==> src/fieldbus_io_defs.svh <==
// object indices, field codes, reset values and timing for the fieldbus i/o image
`ifndef FIELDBUS_IO_DEFS_SVH
`define FIELDBUS_IO_DEFS_SVH

`define OBJ_OUT_MAP       16'h1600
`define OBJ_IN_MAP        16'h1A00
`define OBJ_STAT_MAP      16'h1A01
`define OBJ_FB_MODE       16'h2100
`define OBJ_FB_PATTERN    16'h2102
`define OBJ_FACTORY       16'h2F00
`define OBJ_IN_BYTE       16'h4000
`define OBJ_DIAG_WORD     16'h4001
`define OBJ_OUT_BYTE      16'h5000

`define SUB_COUNT         8'h00
`define SUB_ENTRY         8'h01
`define MAP_LEN_BYTE      8'h08
`define MAP_LEN_WORD      8'h20
`define ENTRIES_ONE       8'h01
`define ENTRIES_TWO       8'h02

`define LINK_INIT         4'h1
`define LINK_PREOP        4'h2
`define LINK_BOOT         4'h3
`define LINK_SAFEOP       4'h4
`define LINK_OP           4'h8

`define FB_LOW            8'h00
`define FB_HIGH           8'h01
`define FB_HOLD           8'h02
`define FB_PATTERN        8'h03
`define FB_MODE_RESET     8'h00
`define FB_PATTERN_RESET  8'h00

`define FACTORY_NORMAL    8'h00
`define FACTORY_RESTORE   8'h01

`define DIAG_OUT_SHORT    0
`define DIAG_OUT_SURGE    1
`define DIAG_ACT_SHORT    2
`define DIAG_ACT_UV       3
`define DIAG_SENS_SURGE   4
`define DIAG_SENS_UV      5

`define CLK_FREQ_HZ       50000000
`define WDOG_TIME_MS      100

`endif

==> src/fieldbus_io_pkg.sv <==
// types shared by the fieldbus i/o image block
package fieldbus_io_pkg;
  typedef enum logic [1:0] {ARB_IDLE, ARB_MBX, ARB_PDO} arbState_t;
  typedef logic [15:0] objIndex_t;
  typedef logic [7:0]  objByte_t;
endpackage

==> src/output_fallback_select.sv <==
// selects the safe-state output value from the fallback mode
`timescale 1ns/1ps
`include "fieldbus_io_defs.svh"
module output_fallback_select #(
  parameter int OUT_COUNT = 4
)(
  input  wire logic [7:0]           mode,
  input  wire logic [7:0]           pattern,
  input  wire logic [OUT_COUNT-1:0] lastOut,
  output wire logic [OUT_COUNT-1:0] fallback
);
  wire logic isHigh;
  wire logic isHold;
  wire logic isPattern;

  assign isHigh    = mode == `FB_HIGH;
  assign isHold    = mode == `FB_HOLD;
  assign isPattern = mode == `FB_PATTERN;

  // pattern only counts in pattern mode; low is the default
  assign fallback = isPattern ? pattern[OUT_COUNT-1:0] :
                    isHold    ? lastOut :
                    isHigh    ? {OUT_COUNT{1'b1}} :
                                {OUT_COUNT{1'b0}};
endmodule

==> src/fieldbus_io_safe_state_image.sv <==
// object image, link supervision and safe-state output logic of the i/o slave
`timescale 1ns/1ps
`include "fieldbus_io_defs.svh"
module fieldbus_io_safe_state_image
  import fieldbus_io_pkg::*;
#(
  parameter int OUT_COUNT   = 4,
  parameter int WDOG_CYCLES = `WDOG_TIME_MS * (`CLK_FREQ_HZ / 1000)
)(
  input  wire logic                 clk,
  input  wire logic                 rst,
  input  wire logic                 mbxReqValid,
  input  wire logic                 mbxReqWrite,
  input  wire logic [15:0]          mbxIndex,
  input  wire logic [7:0]           mbxSubindex,
  input  wire logic [31:0]          mbxWrData,
  output logic                      mbxBusy,
  output logic                      mbxAck,
  output logic                      mbxAbort,
  output logic [31:0]               mbxRdData,
  input  wire logic                 pdoReqValid,
  input  wire logic [7:0]           pdoOutData,
  output logic                      pdoBusy,
  output logic                      pdoDone,
  output logic [7:0]                pdoInByte,
  output logic [31:0]               pdoStatusWord,
  input  wire logic                 linkReqValid,
  input  wire logic [3:0]           linkReqState,
  output logic [3:0]                linkState,
  output logic                      linkReqError,
  output logic                      commFault,
  input  wire logic                 deviceRestart,
  output logic                      factoryApplied,
  input  wire logic [7:0]           digitalIn,
  input  wire logic                 sensorUnderVolt,
  input  wire logic                 sensorSurge,
  input  wire logic                 actuatorUnderVolt,
  input  wire logic                 actuatorShort,
  input  wire logic                 outputSurge,
  input  wire logic                 outputShort,
  output logic [OUT_COUNT-1:0]      digitalOut
);
  localparam int WDOG_W = $clog2(WDOG_CYCLES + 1);

  if (OUT_COUNT < 1 || OUT_COUNT > 8 || WDOG_CYCLES < 2) begin : g_bad_params
    $error("output count must be 1..8 and watchdog at least 2 cycles");
  end

  arbState_t            arbState_q;
  arbState_t            arbState_d;
  logic                 mbxPend_q;
  logic                 mbxWr_q;
  objIndex_t            mbxIdx_q;
  objByte_t             mbxSub_q;
  logic [31:0]          mbxData_q;
  logic                 pdoPend_q;
  logic [7:0]           pdoData_q;
  logic [3:0]           linkState_q;
  logic                 linkReqError_q;
  logic                 commFault_q;
  logic [WDOG_W-1:0]    wdogCnt_q;
  objByte_t             fbMode_q;
  objByte_t             fbPat_q;
  objByte_t             facReq_q;
  logic                 factoryApplied_q;
  logic [OUT_COUNT-1:0] outImage_q;
  logic [OUT_COUNT-1:0] digitalOut_q;
  logic [7:0]           inImage_q;
  logic [31:0]          statImage_q;
  logic                 mbxAck_q;
  logic                 mbxAbort_q;
  logic [31:0]          mbxRdData_q;
  logic                 pdoDone_q;
  logic [7:0]           pdoInByte_q;
  logic [31:0]          pdoStatusWord_q;
  logic [32:0]          rdResult;

  // mailbox sub-entry lookup shared by every mapped object
  function automatic logic [32:0] subWord(input objByte_t sub, input objByte_t cnt,
                                          input logic [31:0] entry);
    if (sub == `SUB_COUNT) begin
      subWord = {1'b1, 24'h000000, cnt};
    end else if (sub == `SUB_ENTRY) begin
      subWord = {1'b1, entry};
    end else begin
      subWord = 33'h000000000;
    end
  endfunction

  wire logic                 mbxTake;
  wire logic                 pdoTake;
  wire logic                 inMbx;
  wire logic                 inPdo;
  wire logic                 isOp;
  wire logic                 cfgOpen;
  wire logic                 linkCodeOk;
  wire logic                 wdogTrip;
  wire logic                 modeWr;
  wire logic                 patWr;
  wire logic                 facWr;
  wire logic                 wrOk;
  wire logic                 rdOk;
  wire logic [31:0]          rdData;
  wire logic [31:0]          statusNow;
  wire logic [OUT_COUNT-1:0] fallback;

  assign mbxTake = mbxReqValid && !mbxPend_q;
  assign pdoTake = pdoReqValid && !pdoPend_q;
  assign inMbx   = arbState_q == ARB_MBX;
  assign inPdo   = arbState_q == ARB_PDO;
  assign isOp    = linkState_q == `LINK_OP;
  assign cfgOpen = linkState_q == `LINK_PREOP;

  assign linkCodeOk = linkReqState == `LINK_INIT || linkReqState == `LINK_PREOP ||
                      linkReqState == `LINK_BOOT || linkReqState == `LINK_SAFEOP ||
                      linkReqState == `LINK_OP;
  assign wdogTrip = isOp && wdogCnt_q == WDOG_W'(WDOG_CYCLES - 1);

  // fallback mode and pattern objects accept values only while pre-operational; the factory object in any state
  assign modeWr = mbxIdx_q == `OBJ_FB_MODE && mbxSub_q == `SUB_COUNT && cfgOpen &&
                  mbxData_q[31:8] == 24'h000000 && mbxData_q[7:0] <= `FB_PATTERN;
  assign patWr  = mbxIdx_q == `OBJ_FB_PATTERN && mbxSub_q == `SUB_ENTRY && cfgOpen &&
                  mbxData_q[31:8] == 24'h000000;
  assign facWr  = mbxIdx_q == `OBJ_FACTORY && mbxSub_q == `SUB_COUNT &&
                  mbxData_q[31:1] == 31'h00000000;
  assign wrOk   = modeWr || patWr || facWr;

  assign statusNow = {26'h0000000, sensorUnderVolt, sensorSurge, actuatorUnderVolt,
                      actuatorShort, outputSurge, outputShort};

  always_comb begin
    if (mbxIdx_q == `OBJ_OUT_MAP) begin
      rdResult = subWord(mbxSub_q, `ENTRIES_TWO, {`OBJ_OUT_BYTE, `SUB_ENTRY, `MAP_LEN_BYTE});
    end else if (mbxIdx_q == `OBJ_IN_MAP) begin
      rdResult = subWord(mbxSub_q, `ENTRIES_TWO, {`OBJ_IN_BYTE, `SUB_ENTRY, `MAP_LEN_BYTE});
    end else if (mbxIdx_q == `OBJ_STAT_MAP) begin
      rdResult = subWord(mbxSub_q, `ENTRIES_ONE, {`OBJ_DIAG_WORD, `SUB_ENTRY, `MAP_LEN_WORD});
    end else if (mbxIdx_q == `OBJ_FB_MODE && mbxSub_q == `SUB_COUNT) begin
      rdResult = {1'b1, 24'h000000, fbMode_q};
    end else if (mbxIdx_q == `OBJ_FB_PATTERN) begin
      rdResult = subWord(mbxSub_q, `ENTRIES_ONE, {24'h000000, fbPat_q});
    end else if (mbxIdx_q == `OBJ_FACTORY && mbxSub_q == `SUB_COUNT) begin
      rdResult = {1'b1, 24'h000000, facReq_q};
    end else if (mbxIdx_q == `OBJ_IN_BYTE) begin
      rdResult = subWord(mbxSub_q, `ENTRIES_TWO, {24'h000000, inImage_q});
    end else if (mbxIdx_q == `OBJ_DIAG_WORD) begin
      rdResult = subWord(mbxSub_q, `ENTRIES_ONE, statImage_q);
    end else if (mbxIdx_q == `OBJ_OUT_BYTE) begin
      rdResult = subWord(mbxSub_q, `ENTRIES_TWO, {24'h000000, 8'(outImage_q)});
    end else begin
      rdResult = 33'h000000000;
    end
  end

  assign rdOk   = rdResult[32];
  assign rdData = rdResult[31:0];

  // mailbox first; cyclic exchange only when no mailbox work waits
  always_comb begin
    arbState_d = ARB_IDLE;
    case (arbState_q)
      ARB_IDLE: begin
        if (mbxPend_q) begin
          arbState_d = ARB_MBX;
        end else if (pdoPend_q) begin
          arbState_d = ARB_PDO;
        end
      end
      default: arbState_d = ARB_IDLE;
    endcase
  end

  output_fallback_select #(
    .OUT_COUNT (OUT_COUNT)
  ) u_fallback (
    .mode     (fbMode_q),
    .pattern  (fbPat_q),
    .lastOut  (digitalOut_q),
    .fallback (fallback)
  );

  always_ff @(posedge clk) begin
    if (rst) begin
      arbState_q <= ARB_IDLE;
    end else begin
      arbState_q <= arbState_d;
    end
  end

  always_ff @(posedge clk) begin
    if (rst) begin
      mbxPend_q <= 1'b0;
      mbxWr_q   <= 1'b0;
      mbxIdx_q  <= 16'h0000;
      mbxSub_q  <= 8'h00;
      mbxData_q <= 32'h00000000;
    end else if (mbxTake) begin
      mbxPend_q <= 1'b1;
      mbxWr_q   <= mbxReqWrite;
      mbxIdx_q  <= mbxIndex;
      mbxSub_q  <= mbxSubindex;
      mbxData_q <= mbxWrData;
    end else if (inMbx) begin
      mbxPend_q <= 1'b0;
    end
  end

  always_ff @(posedge clk) begin
    if (rst) begin
      pdoPend_q <= 1'b0;
      pdoData_q <= 8'h00;
    end else if (pdoTake) begin
      pdoPend_q <= 1'b1;
      pdoData_q <= pdoOutData;
    end else if (inPdo) begin
      pdoPend_q <= 1'b0;
    end
  end

  always_ff @(posedge clk) begin
    if (rst) begin
      mbxAck_q    <= 1'b0;
      mbxAbort_q  <= 1'b0;
      mbxRdData_q <= 32'h00000000;
    end else begin
      mbxAck_q    <= inMbx;
      mbxAbort_q  <= inMbx && (mbxWr_q ? !wrOk : !rdOk);
      mbxRdData_q <= (inMbx && !mbxWr_q && rdOk) ? rdData : 32'h00000000;
    end
  end

  // restart wins over a mailbox write landing in the same cycle
  always_ff @(posedge clk) begin
    if (rst) begin
      fbMode_q         <= `FB_MODE_RESET;
      fbPat_q          <= `FB_PATTERN_RESET;
      facReq_q         <= `FACTORY_NORMAL;
      factoryApplied_q <= 1'b0;
    end else if (deviceRestart) begin
      factoryApplied_q <= facReq_q == `FACTORY_RESTORE;
      if (facReq_q == `FACTORY_RESTORE) begin
        fbMode_q <= `FB_MODE_RESET;
        fbPat_q  <= `FB_PATTERN_RESET;
        facReq_q <= `FACTORY_NORMAL;
      end
    end else begin
      factoryApplied_q <= 1'b0;
      if (inMbx && mbxWr_q && modeWr) begin
        fbMode_q <= mbxData_q[7:0];
      end
      if (inMbx && mbxWr_q && patWr) begin
        fbPat_q <= mbxData_q[7:0];
      end
      if (inMbx && mbxWr_q && facWr) begin
        facReq_q <= mbxData_q[7:0];
      end
    end
  end

  // snapshot of both directions in one cycle keeps the image coherent
  always_ff @(posedge clk) begin
    if (rst) begin
      outImage_q      <= '0;
      inImage_q       <= 8'h00;
      statImage_q     <= 32'h00000000;
      pdoDone_q       <= 1'b0;
      pdoInByte_q     <= 8'h00;
      pdoStatusWord_q <= 32'h00000000;
    end else begin
      pdoDone_q <= inPdo;
      if (inPdo) begin
        outImage_q      <= pdoData_q[OUT_COUNT-1:0];
        inImage_q       <= digitalIn;
        statImage_q     <= statusNow;
        pdoInByte_q     <= digitalIn;
        pdoStatusWord_q <= statusNow;
      end
    end
  end

  always_ff @(posedge clk) begin
    if (rst) begin
      wdogCnt_q <= '0;
    end else if (!isOp || inPdo || wdogTrip) begin
      wdogCnt_q <= '0;
    end else begin
      wdogCnt_q <= wdogCnt_q + WDOG_W'(1);
    end
  end

  always_ff @(posedge clk) begin
    if (rst) begin
      linkState_q    <= `LINK_INIT;
      linkReqError_q <= 1'b0;
      commFault_q    <= 1'b0;
    end else begin
      linkReqError_q <= linkReqValid && !linkCodeOk;
      if (deviceRestart) begin
        linkState_q <= `LINK_INIT;
      end else if (wdogTrip) begin
        linkState_q <= `LINK_SAFEOP;
      end else if (linkReqValid && linkCodeOk) begin
        linkState_q <= linkReqState;
      end
      // a new trip beats the clear from a state request
      if (wdogTrip) begin
        commFault_q <= 1'b1;
      end else if (linkReqValid && linkCodeOk) begin
        commFault_q <= 1'b0;
      end
    end
  end

  always_ff @(posedge clk) begin
    if (rst) begin
      digitalOut_q <= '0;
    end else begin
      digitalOut_q <= isOp ? outImage_q : fallback;
    end
  end

  assign mbxBusy        = mbxPend_q;
  assign mbxAck         = mbxAck_q;
  assign mbxAbort       = mbxAbort_q;
  assign mbxRdData      = mbxRdData_q;
  assign pdoBusy        = pdoPend_q;
  assign pdoDone        = pdoDone_q;
  assign pdoInByte      = pdoInByte_q;
  assign pdoStatusWord  = pdoStatusWord_q;
  assign linkState      = linkState_q;
  assign linkReqError   = linkReqError_q;
  assign commFault      = commFault_q;
  assign factoryApplied = factoryApplied_q;
  assign digitalOut     = digitalOut_q;
endmodule

==> config.mk <==
export PLATFORM = sky130hd
export DESIGN_NAME = fieldbus_io_safe_state_image
export DESIGN_NICKNAME = d
export VERILOG_FILES = /design/src/fieldbus_io_pkg.sv /design/src/output_fallback_select.sv /design/src/fieldbus_io_safe_state_image.sv
export VERILOG_INCLUDE_DIRS = /design/src
export SDC_FILE = /design/constraint.sdc
export NUM_CORES = 1
export LEC_CHECK = 0
export ABC_AREA = 1
export CAP_MARGIN = 20
export CORE_MARGIN = 4
export CORE_UTILIZATION = 45
export CTS_CLUSTER_SIZE = 30
export DETAILED_ROUTE_END_ITERATION = 10
export DONT_BUFFER_PORTS = 1
export HOLD_SLACK_MARGIN = 0.15
export PLACE_DENSITY = 0.67
export SETUP_SLACK_MARGIN = 0.5
export SLEW_MARGIN = 0
export SYNTH_ARGS = -nofsm -noshare
export SYNTH_HDL_FRONTEND = slang
export SYNTH_SLANG_ARGS = --single-unit
export TNS_END_PERCENT = 20
==> constraint.sdc <==
create_clock -name clk -period 4.7 [get_ports clk]
set_input_delay 0.235 -clock clk [delete_from_list [all_inputs] [get_ports clk]]
set_output_delay 0.235 -clock clk [all_outputs]
set_load 0.01 [all_outputs]
After elaboration in Yosys (flattened, before gate mapping)
Cells that the tools add are included.
- RAM bits: 0
- memories: 0
- logic and storage cells: 158
- output and inout bits: 88
- flip-flop bits (word level): 176
- input port bits: 89
- latch bits: 0
- ROM bits: 0
- add/sub/neg operators: 1
- bitwise operators: 3
- equal/unequal tests: 26
- mux-type cells: 45
- reductions and logical operators: 56
- div/mod/pow operators: 0
- $lt $le $gt $ge: 1
- shift operators: 0
- $mul: 0
- operator list (operator ; count):
    $mux 33 ; 23
    $mux 8 ; 7
    $eq 16x13->1 const B ; 3
    $eq 16x14->1 const B ; 3
    $eq 16x15->1 const B ; 3
    $logic_not 31->1 ; 1
    $eq 8x1->1 const B ; 3
    $logic_not 24->1 ; 1
    $add 23x1->23 const B ; 1
    $eq 23x23->1 const B ; 1
    $logic_and 1x1->1 ; 21
    $eq 8x2->1 const B ; 2
    $mux 4 ; 4
    $eq 4x2->1 const B ; 3
    $reduce_bool 2->1 ; 6
    $reduce_or 2->1 ; 5
    $eq 4x4->1 const B ; 2
    $le 8x2->1 const B ; 1
    $logic_not 8->1 ; 1
    $logic_or 1x1->1 ; 8
    $mux 1 ; 8
    $logic_not 1->1 ; 7
    $mux 3 ; 2
    $reduce_and 2->1 ; 3
    other kinds (10) ; 13

Logic depth before layout (Yosys ltp)
Gate-level depths: netlist of the first run.
- depth in word-level cells: 15
- depth in mapped cells: 13
- gate-level depth less buffers: 13

Hierarchy
From an unflattened synthesis of the first run, not the netlist that was laid out.
- cells, all modules: 980
- area total of the unflattened synthesis: 7189.4 µm²
- modules (own cells, without submodules) (module ; seq. area each (µm²) ; cells each ; times used ; area an instance (µm²)):
    fieldbus_io_safe_state_image ; 3103.0 ; 950 ; 1 ; 7038.0
    output_fallback_select ; 0.0 ; 30 ; 1 ; 151.4

Least setup slack after synthesis of the first run
OpenSTA, ideal clock, no wires.
- path kind: register to register
- from: register wdogCnt_q[0]
- to: register wdogCnt_q[22]
- period minus slack after synthesis: 1.576 ns
- buffers on the path: 0
- data required time: 4.636 ns
- arrival time: 1.512 ns
- setup time: 0.064 ns
- stages on the path, launching flop included: 13
- path slack: 3.124 ns
- path through: dfxtp_1 > ha_1 > nand2_1 > inv_1 > nand2_1 > inv_2 > nand3_1 > nor2_2 > nand2_2 > nor4_2 > xor2_1 > inv_1 > nor2_1
- cells in the longest elaborated chain, start to end: 4
- elaborated cells between the ends (all ways): 5
- those cells by class: add/sub (1); eq/ne (1); reduce/logical (3)
- ends and longest elaborated chain (element ; line ; text):
    start, declared ; fieldbus_io_safe_state_image.sv:61 ; logic [WDOG_W-1:0] wdogCnt_q;
    start signal, assigned ; fieldbus_io_safe_state_image.sv:287 ; wdogCnt_q <= wdogCnt_q + WDOG_W'(1);
    branches (longest 4 deep; another with $add 23x1->23) ; -- ;
Parallel ways; which one is timed is not known.
A chain may end at the register's enable or synchronous reset.

Final worst setup path of the first run
- from: register linkState_q[0], in the netlist linkState[0]
- to: register wdogCnt_q[22]
- cells in the longest elaborated chain, start to end: 5
- elaborated cells between the ends (all ways): 6
- those cells by class: eq/ne (1); reduce/logical (5)
- ends and longest elaborated chain (element ; line ; text):
    start, declared ; fieldbus_io_safe_state_image.sv:58 ; logic [3:0] linkState_q;
    start signal, assigned ; fieldbus_io_safe_state_image.sv:293 ; linkState_q <= `LINK_INIT;
    start signal, assigned ; fieldbus_io_safe_state_image.sv:299 ; linkState_q <= `LINK_INIT;
    start signal, assigned ; fieldbus_io_safe_state_image.sv:301 ; linkState_q <= `LINK_SAFEOP;
    $eq 4x4->1 (no source line) * ; -- ;
    $logic_not 1->1 ; fieldbus_io_safe_state_image.sv:284 ; end else if (!isOp || inPdo || wdogTrip) begin
    $logic_or 1x1->1 ; fieldbus_io_safe_state_image.sv:284 ;
    $logic_or 1x1->1 * ; fieldbus_io_safe_state_image.sv:284 ;
    $reduce_or 2->1 (no source line) * ; -- ;
Every way passes the cells marked *; elsewhere a longest branch is shown, timed or not.

==> results.py, run 1 <==
metrics = {
    "floorplan": {
        "io_pins": 177,
        "die_h_um": 133.8,
        "core_area_um2": 15370,
        "start_util_pct": 46.33,
        "die_x_um": 133.8,
        "rows": 45,
        "die-area_um2": 17900,
    },
    "clock_network": {
        "clockRootBuffer": "clkbuf_16",
        "htree_levels": 4,
        "cts_buffers": 17,
        "clock-sinks": 155,
        "clockBufferDepth": 2,
        "path_clk_slew_ps": 60,
        "clk_latency_ps": 420,
        "cts_tree": "yes",
    },
    "drt": {
        "drt-total-wl_mm": 17.48,
        "drt-initial-drc-count": 414,
        "wl_per_cell_um": 13.62,
        "drcViolationCount": 0,
        "dr.pass1.iters": 5,
        "vias": 6267,
        "antenna_left": 0,
        "via_per_inst": 4.881,
    },
    "placement": {
        "dp_slack_ps": 2548,
        "gp_congestion": 0.9352,
        "dp_hpwl_mm": 12.17,
        "place_area_um2": 7098,
        "numPortBuffers": 0,
    },
    "job": {
        "maxCapViolCount": 0,
    },
    "setup_path": {
        "cp_slowest_cell": "nor4_4",
        "reg2reg_depth": 6,
        "cp_data_arrival_time_ps": 2410,
        "cp_max_fo": 23,
        "crit_family": "simple AND/OR/NAND/NOR gates",
        "crit_path_end_kind": "flop",
        "cp_data_required_time_ps": 5000,
        "startpoint_type": "flop",
        "cp_num_buf_inv": 1,
        "crit_chain": "nor4_4, inv_2, nor4_2, nand3_1, nand3_2, nor2_1",
        "critical_path_class": "reg2reg",
        "r2r_start": "linkState[0]",
        "r2r_slack_ps": 2590,
        "reg2reg_to": "wdogCnt_q[22]",
        "cpPeakStageDelay_ps": 460,
    },
    "synth": {
        "muxShareOfSynthArea_pct": 0.1405,
        "synth_top_area_share_pct": 43.57,
        "synth_most_common_cell": "dfxtp_1",
        "yosysUniqueCellTypes": 43,
        "synth_simple_gate_area_share_pct": 26.79,
        "synth_top_family_by_area": "simple AND/OR/NAND/NOR gates",
        "syn_area_um2": 7122,
        "ys_top_cells_by_count": "dfxtp_1 (155), nor2_1 (151), nand2_1 (141)",
        "synth_edf_count": 0,
        "synth-seq-area-share_pct": 43.57,
        "syn_avg_cell_area_um2": 7.230,
        "synth_compound_gate_area_share_pct": 14.21,
        "synth_largest_area_cell": "dfxtp_1",
        "yosysWarningCount": 0,
        "synth_fa_ha_area_share_pct": 0.1757,
        "synthArstFlopShare_pct": 0,
        "synth_cells": 985,
        "synth_area_leaders": "dfxtp_1 (44%), nor2_1 (8.0%), nand2_1 (7.4%)",
        "synth-main-ff-cell": "dfxtp_1",
        "synth_seq_cells": 155,
        "synthXorXnorAreaFrac_pct": 1.476,
    },
    "cells_and_area": {
        "fin_area_um2": 8499,
        "n_antenna_cell": 0,
        "drive_above_1_share_pct": 7.642,
        "fillers": 1478,
        "final_util_pct": 55.30,
        "area_growth_pct": 19.34,
        "fin_nets": 1150,
    },
    "power_and_ir_drop": {
        "p_leak_nw": 3.489,
        "p_switching_uw": 764.7,
        "seqPwrFrac_pct": 46.6,
        "swShare_pct": 25.25,
        "pwr-share-clk_pct": 43.4,
        "internal-power_mw": 2.264,
        "combPwrFrac_pct": 9.9,
        "power_density_nw_per_um2": 356.3,
        "ir_worst_vdd_mv": 0.2626,
    },
    "timing": {
        "fin_worst_skew_ps": 7.028,
        "fin_crit_sh_pct": 44.88,
        "whs_ps": 175.6,
        "fin_ws_ps": 2591,
        "final-setup-viol-count": 0,
        "final_hold_viol_count": 0,
        "fmax_mhz": 474.1,
        "period_minus_slack_ps": 2109,
        "tightest_slew_ps": 849.4,
        "slew_headroom_pct": 43.16,
        "rsz0062_at_grt": "no",
        "setup_tns_ps": 0,
        "slew_viol_final": 0,
    },
    "outcome": {
        "status": "finished, final reports clean",
    },
    "global_route": {
        "grt_pass1_wl_mm": 28.22,
        "grt_overflow": 0,
        "first_global_vias": 5901,
        "grt.total_usage_pct": 19.48,
        "grt_max_degree": 97,
        "antenna_found_initial": 0,
    },
    "min_path": {
        "hold_end": "linkState[1]",
        "hold_path.class": "in2reg",
        "hold_start": "linkReqState[3]",
        "holdPathStages": 5,
    },
}
## stage by stage
| stage | power, mW | cells |
|---|---|---|
| global placement | 1.675 | 1168 |
| CTS | 3.048 | 1284 |
| global route | 3.153 | 1284 |
| detailed placement | 1.679 | 1168 |
| floorplan | 1.656 | 1030 |
| finish | 3.028 | 1284 |
## logic make-up after synthesis
logic type | after synthesis
mux | 1
xor+xnor | 12
buf+inv | 205
other cells | 1
simple gates | 423
fa+ha+maj | 1
flops | 155
compound gates | 187
## routing by layer
metal  up-vias  share of wire (%)  GRT usage (%)
li1       3236                  -              -
met1      2825                 44          24.34
met2       176                 46          32.00
met3        30                7.1          5.701
met4         0                2.2          7.086
met5         -                  0              0
## flip-flops by register name, indices dropped and copies added (netlist names), 2 cells and up
register       cells
pdoStatusWord      6
pdoData_q          4
facReq_q           8
outImage_q         4
fbMode_q           8
mbxIdx_q          16
mbxSub_q           8
linkState          4
mbxRdData         11
digitalOut         4
arbState_q         2
pdoInByte          8
fbPat_q            8
mbxData_q         32
wdogCnt_q         23
## how the worst max path moves through the flow
| stage | start | endpoint | slack [ps] | cells after the start |
|---|---|---|---|---|
| after global routing | linkState[0] | wdogCnt_q[22] | 2340 | 6 |
| after global placement | linkState[0] | wdogCnt_q[22] | 2570 | 6 |
| after floorplan | wdogCnt_q[0] | wdogCnt_q[22] | 3120 | 12 |
| after CTS | linkState[0] | wdogCnt_q[22] | 2530 | 6 |
| final | linkState[0] | wdogCnt_q[22] | 2590 | 6 |
| after detailed placement | linkState[0] | wdogCnt_q[22] | 2550 | 6 |
## cell usage in the layout (no fill, tap or decap), types with 3 or more instances in the layout
master	instances
dlygate4sd3_1	84
o22ai_1	7
o21ai_0	86
nand3_1	46
clkbuf_16	17
nand3_2	3
o31ai_1	3
nand2_1	140
nor2_4	4
clkinv_2	6
inv_1	115
clkinv_4	3
nor2_2	14
nand2_2	8
a22o_1	7
conb_1	46
xnor2_1	5
dfxtp_1	155
xor2_1	7
inv_2	13
nor4_1	10
clkbuf_1	3
nand4_1	14
a21oi_1	64
nor2_1	151
nor3_1	26
o21ai_1	10
## worst register-to-register path: stages, from the launching register on
cell	delay, ps
dfxtp_1	400
nor4_4	460
inv_2	140
nor4_2	170
nand3_1	270
nand3_2	440
nor2_1	110
## layout make-up
cell class | count | area [um^2] | share of cell area [%]
Multi-Input combinational cell | 670 | 3223 | 37.92
Sequential cell | 155 | 3103 | 36.51
Timing Repair Buffer | 86 | 855.8 | 10.07
Inverter | 130 | 493.0 | 5.800
Clock buffer | 20 | 436.7 | 5.138
Tap cell | 211 | 264.0 | 3.106
Clock inverter | 12 | 123.9 | 1.457
## power groups by stage
stage          combinational (mW)  clock, mW  sequential [mW]
3_5_place_dp                0.239          0             1.44
2_1_floorplan               0.225          0             1.43
6_report                    0.301       1.32             1.41
5_1_grt                     0.343       1.39             1.42
3_3_place_gp                0.236          0             1.44
4_1_cts                     0.300       1.34             1.41
## repair_timing
item / in CTS / in global routing
resized for setup: 0 / 0
hold endpoints to repair: 114 / 0
buffers inserted: 0 / 0
hold buffers: 84 / 0
Note: power is estimated with default switching activity, not from simulation.
==> run 2, diff against run 1 <==
- ABC_AREA: 1 -> 0
- PLACE_DENSITY: 0.67 -> 0.69
- clock period: 4.7 -> 1.9 ns (I/O delays scaled with it)
==> results.py, run 2 <==
metrics = {
    "synth": {
        "synth_edf_count": 0,
        "yosysWarningCount": 0,
        "synthArstFlopShare_pct": 0,
        "synth_seq_cells": 155,
        "synth_area_leaders": "dfxtp_1 (46%), nand2_1 (7.8%), buf_4 (5.6%)",
        "synth_largest_area_cell": "dfxtp_1",
        "synth_top_area_share_pct": 45.94,
        "ys_top_cells_by_count": "dfxtp_1 (155), nand2_1 (140), a21oi_1 (71)",
        "synth-main-ff-cell": "dfxtp_1",
        "syn_avg_cell_area_um2": 8.582,
        "synth_most_common_cell": "dfxtp_1",
        "synth-seq-area-share_pct": 45.94,
        "yosysUniqueCellTypes": 73,
        "syn_area_um2": 6754,
        "synth_cells": 787,
    },
    "power_and_ir_drop": {
        "p_leak_nw": 3.355,
        "power_density_nw_per_um2": 866.0,
        "ir_worst_vdd_mv": 0.6997,
    },
    "setup_path": {
        "reg2reg_depth": 8,
        "cp-endpoint": "mbxRdData[1]",
        "cp_data_arrival_time_ps": 2540,
        "cpMostUsedCell": "buf_4",
        "startpoint": "mbxIdx_q[9]",
        "cp_data_required_time_ps": 2220,
        "cp_slowest_cell": "or4_4",
        "r2r_start": "mbxIdx_q[9]",
        "critical_path_class": "reg2reg",
        "reg2reg_to": "mbxRdData[1]",
        "cp_max_fo": 7,
        "cpPeakStageDelay_ps": 570,
        "startpoint_type": "flop",
        "crit_chain": "or4_4, or3_4, nor2_4, buf_4, buf_6, buf_4, a311oi_1, o221a_1",
        "r2r_slack_ps": -320,
        "crit_path_end_kind": "flop",
    },
    "cells_and_area": {
        "fillers": 1290,
        "reg.largest.list": "mbxData_q (32), wdogCnt_q (23), mbxIdx_q (16)",
        "fin_nets": 974,
        "drive_above_1_share_pct": 27.98,
        "mostFrequentLayoutCells": "nand2_1 (138), dfxtp_1 (133), buf_4 (83)",
        "n_antenna_cell": 0,
        "final-seq-area_um2": 3143,
        "fin_area_um2": 8773,
        "multiInputGateArea_um2": 3769,
        "largest_reg_flops": 32,
        "top_register": "mbxData_q",
        "area_growth_pct": 29.90,
        "layout_commonest_cell": "nand2_1",
    },
    "clock_network": {
        "clockBufferDepth": 2,
        "postCtsHoldBufs": 26,
        "clk_latency_ps": 430,
        "cts_tree": "yes",
        "clockRootBuffer": "clkbuf_16",
        "clock-sinks": 155,
        "path_clk_slew_ps": 60,
        "htree_levels": 4,
        "cts_buffers": 17,
    },
    "timing": {
        "final_hold_viol_count": 90,
        "whs_ps": -247.8,
        "slew_viol_final": 0,
        "fin_crit_sh_pct": 116.8,
        "fmax_mhz": 450.4,
        "fin_worst_skew_ps": 11.11,
        "rsz0062_at_grt": "yes",
        "final-setup-viol-count": 30,
        "setup_tns_ps": -4625,
        "fin_ws_ps": -320.1,
        "period_minus_slack_ps": 2220,
    },
    "global_route": {
        "grt_overflow": 0,
        "first_global_vias": 5558,
        "grt.total_usage_pct": 20.63,
        "antenna_found_initial": 0,
        "grt_pass1_wl_mm": 27.53,
        "grt_max_degree": 90,
    },
    "min_path": {
        "hold_path.class": "in2reg",
        "hold_start": "rst",
    },
    "drt": {
        "drcViolationCount": 0,
        "drt-total-wl_mm": 18.20,
        "vias": 5799,
        "via_per_inst": 5.364,
        "antenna_left": 0,
        "wl_per_cell_um": 16.84,
        "drt-initial-drc-count": 363,
        "dr.pass1.iters": 5,
    },
    "outcome": {
        "status": "finished with violations",
        "violations": "negative hold slack, negative setup slack",
    },
    "job": {
        "maxCapViolCount": 0,
    },
    "placement": {
        "dp_slack_ps": -272.3,
        "dp_hpwl_mm": 12.19,
        "place_area_um2": 7262,
        "numPortBuffers": 0,
        "gp_congestion": 0.8636,
    },
    "floorplan": {
        "start_util_pct": 46.12,
        "rows": 44,
        "die_x_um": 130.5,
        "die_h_um": 130.5,
        "io_pins": 177,
        "core_area_um2": 14640,
        "die-area_um2": 17030,
    },
}
## run 2: kinds of logic after synthesis
family	after synthesis	synth area share, %
simple gates	356	26.62
flops	155	45.94
compound gates	143	14.17
buf+inv	97	8.299
xor+xnor	22	2.853
mux	12	1.871
fa+ha+maj	1	0.1852
other cells	1	0.05552
## run 2: worst min-delay path by stage
stage	end	cells past startpoint
6_report	pdoData_q[0]	1
3_3_place_gp	pdoData_q[3]	1
5_1_grt	pdoData_q[0]	1
4_1_cts	pdoData_q[0]	1
3_5_place_dp	pdoData_q[0]	1
2_1_floorplan	pdoBusy	1
## run 2: report_power, final
group,total (mW),leakage (nW),internal [mW],switching (mW)
Sequential,3.46,1.27,3.36,0.0995
Combinational,0.728,1.79,0.338,0.390
Clock,3.41,0.296,2.08,1.33
## run 2: final cells by class
class / count / area share [%]
multi-input cells: 580 / 42.95
inverters: 13 / 0.5562
flip-flops and latches: 155 / 35.82
clock buffers: 19 / 5.048
well taps: 184 / 2.624
clock inverters: 13 / 1.711
repair buffers: 117 / 11.28
## run 2: what timing repair did
action / 4_1_cts / 5_1_grt
pin swaps: 48 / 64
resized for setup: 59 / 93
buffers inserted: 5 / 7
setup endpoints to repair: 104 / 95
hold endpoints to repair: 150 / 103
## run 2: layer usage
| layer | GRT usage (%) | share of wire [%] | vias to the layer above |
|---|---|---|---|
| met5 | 0 | 0 | - |
| met4 | 9.195 | 3.0 | 0 |
| met3 | 6.423 | 6.4 | 47 |
| met2 | 33.98 | 50 | 197 |
| met1 | 24.78 | 40 | 2696 |
| li1 | - | - | 2859 |
## run 2: critical path, delay by kind of cell, from the launching register on
family | cells | cell delay (ps)
DFF | 1 | 330
and+or+nand+nor | 3 | 1190
AOI/OAI and AO/OA | 2 | 280
buffers and inverters | 3 | 310
## run 2: through the flow
step           cells  power, mW  hold slack [ps]  utilization, %
2_1_floorplan    832      3.988            220.7               -
3_3_place_gp    1011      4.132            178.3           49.59
3_5_place_dp    1011      4.143            180.4           49.59
4_1_cts         1074      7.606           -270.2           57.28
5_1_grt         1081      7.894           -271.1           59.91
6_report        1081      7.598           -247.8           59.91
==> run 3, diff against run 2 <==
- CTS_BUF_LIST: not set -> sky130_fd_sc_hd__clkbuf_16
==> results.py, run 3 (synthesized netlist as in run 2, its figures left out) <==
metrics = {
    "outcome": {
        "status": "finished with violations",
        "violations": "negative hold slack, negative setup slack",
    },
    "setup_path": {
        "crit_family": "simple AND/OR/NAND/NOR gates",
        "crit_path_end_kind": "flop",
        "cp_data_required_time_ps": 2220,
        "cp_num_buf_inv": 3,
        "startpoint_type": "flop",
        "crit_chain": "or4_4, or3_4, nor2_4, buf_4, buf_6, buf_4, a311oi_1, o221a_1",
        "cp_slowest_cell": "or4_4",
        "cpMostUsedCell": "buf_4",
        "cpPeakStageDelay_ps": 570,
        "cp_data_arrival_time_ps": 2540,
        "cp_max_fo": 7,
        "r2r_slack_ps": -320,
        "critical_path_class": "reg2reg",
    },
    "cells_and_area": {
        "area_growth_pct": 29.53,
        "top_register": "mbxData_q",
        "largest_reg_flops": 32,
        "stdcell_count": 1081,
        "drive_above_1_share_pct": 27.54,
        "fin_nets": 974,
        "reg.largest.list": "mbxData_q (32), wdogCnt_q (23), mbxIdx_q (16)",
        "mostFrequentLayoutCells": "nand2_1 (138), dfxtp_1 (133), buf_4 (83)",
        "layout_commonest_cell": "nand2_1",
        "fillers": 1288,
        "n_antenna_cell": 0,
    },
    "timing": {
        "fin_worst_skew_ps": 10.41,
        "whs_ps": -248.4,
        "period_minus_slack_ps": 2222,
        "setup_tns_ps": -4766,
        "slew_viol_final": 0,
        "fmax_mhz": 450.1,
        "rsz0062_at_grt": "yes",
        "final_hold_viol_count": 91,
        "fin_crit_sh_pct": 116.9,
        "fin_ws_ps": -321.7,
        "final-setup-viol-count": 36,
    },
    "min_path": {
        "hold_path.class": "in2reg",
    },
    "clock_network": {
        "cts_buffers": 17,
        "clk_latency_ps": 430,
        "path_clk_slew_ps": 60,
        "clock-sinks": 155,
        "postCtsHoldBufs": 26,
        "clockRootBuffer": "clkbuf_16",
        "htree_levels": 4,
        "clockBufferDepth": 2,
        "cts_tree": "yes",
    },
    "drt": {
        "dr.pass1.iters": 5,
        "antenna_left": 0,
        "drcViolationCount": 0,
        "via_per_inst": 5.404,
        "wl_per_cell_um": 16.80,
        "drt-initial-drc-count": 331,
        "drt-total-wl_mm": 18.17,
        "vias": 5842,
    },
    "global_route": {
        "grt.total_usage_pct": 20.56,
        "grt_max_degree": 90,
        "first_global_vias": 5554,
        "antenna_found_initial": 0,
        "grt_pass1_wl_mm": 27.48,
        "grt_overflow": 0,
    },
    "placement": {
        "placedCellCount": 1011,
        "gp_congestion": 0.8636,
        "numPortBuffers": 0,
        "dp_hpwl_mm": 12.19,
    },
    "floorplan": {
        "rows": 44,
        "die_x_um": 130.5,
        "core_area_um2": 14640,
        "die-area_um2": 17030,
        "die_h_um": 130.5,
        "start_util_pct": 46.12,
        "io_pins": 177,
    },
    "power_and_ir_drop": {
        "ir_worst_vdd_mv": 0.6984,
        "p_leak_nw": 3.345,
        "total_power_mw": 7.542,
        "power_density_nw_per_um2": 862.1,
    },
    "job": {
        "maxCapViolCount": 0,
    },
}
## run 3: per-stage QoR
stage	instance area [um^2]	utilization [%]	hold slack, ps	setup WS (ps)
after floorplan	6929	-	220.7	-132.1
final	8748	59.74	-248.4	-321.7
after global routing	8748	59.74	-269.2	-371.4
after CTS	8378	57.21	-268.9	-252.9
after detailed placement	7262	49.59	180.4	-272.3
after global placement	7262	49.59	178.3	-262.1
## run 3: worst register-to-register path: stages, from the launching register on
cell	delay (ps)
dfxtp_2	320
or4_4	570
or3_4	430
nor2_4	190
buf_4	150
buf_6	80
buf_4	80
a311oi_1	30
o221a_1	250
## run 3: final timing paths
path,start,to,depth (start not counted)
min,rst,pdoData_q[0],1
max reg2reg,mbxIdx_q[9],mbxRdData[1],8
max,mbxIdx_q[9],mbxRdData[1],8
min reg2reg,mbxData_q[23],mbxData_q[23],2
## run 3: final cells by class
cell class | count | area, um^2 | area share [%]
multi-input cells | 580 | 3754 | 42.91
flip-flops and latches | 155 | 3143 | 35.93
repair buffers | 117 | 989.7 | 11.31
clock buffers | 17 | 425.4 | 4.863
well taps | 184 | 230.2 | 2.632
clock inverters | 15 | 157.7 | 1.802
inverters | 13 | 48.80 | 0.5578
## run 3: what timing repair did
item,4_1_cts,5_1_grt
endpoints found under the setup margin,104,87
buffers inserted,5,7
resized for setup,59,88
hold endpoints to repair,150,104
pin swaps,48,58
## run 3: power breakdown
group / switching (mW) / internal [mW] / total, mW / leakage (nW)
Clock: 1.32 / 2.04 / 3.36 / 0.295
Sequential: 0.0993 / 3.36 / 3.46 / 1.27
Combinational: 0.388 / 0.337 / 0.725 / 1.78
Total: 1.81 / 5.73 / 7.54 / 3.35
## run 3: layer usage
metal | track usage (%) | share of wire [%] | up-vias
li1 | - | - | 2855
met1 | 24.60 | 40 | 2740
met2 | 34.04 | 50 | 198
met3 | 6.423 | 6.5 | 49
met4 | 9.014 | 2.9 | 0
met5 | 0 | 0 | -
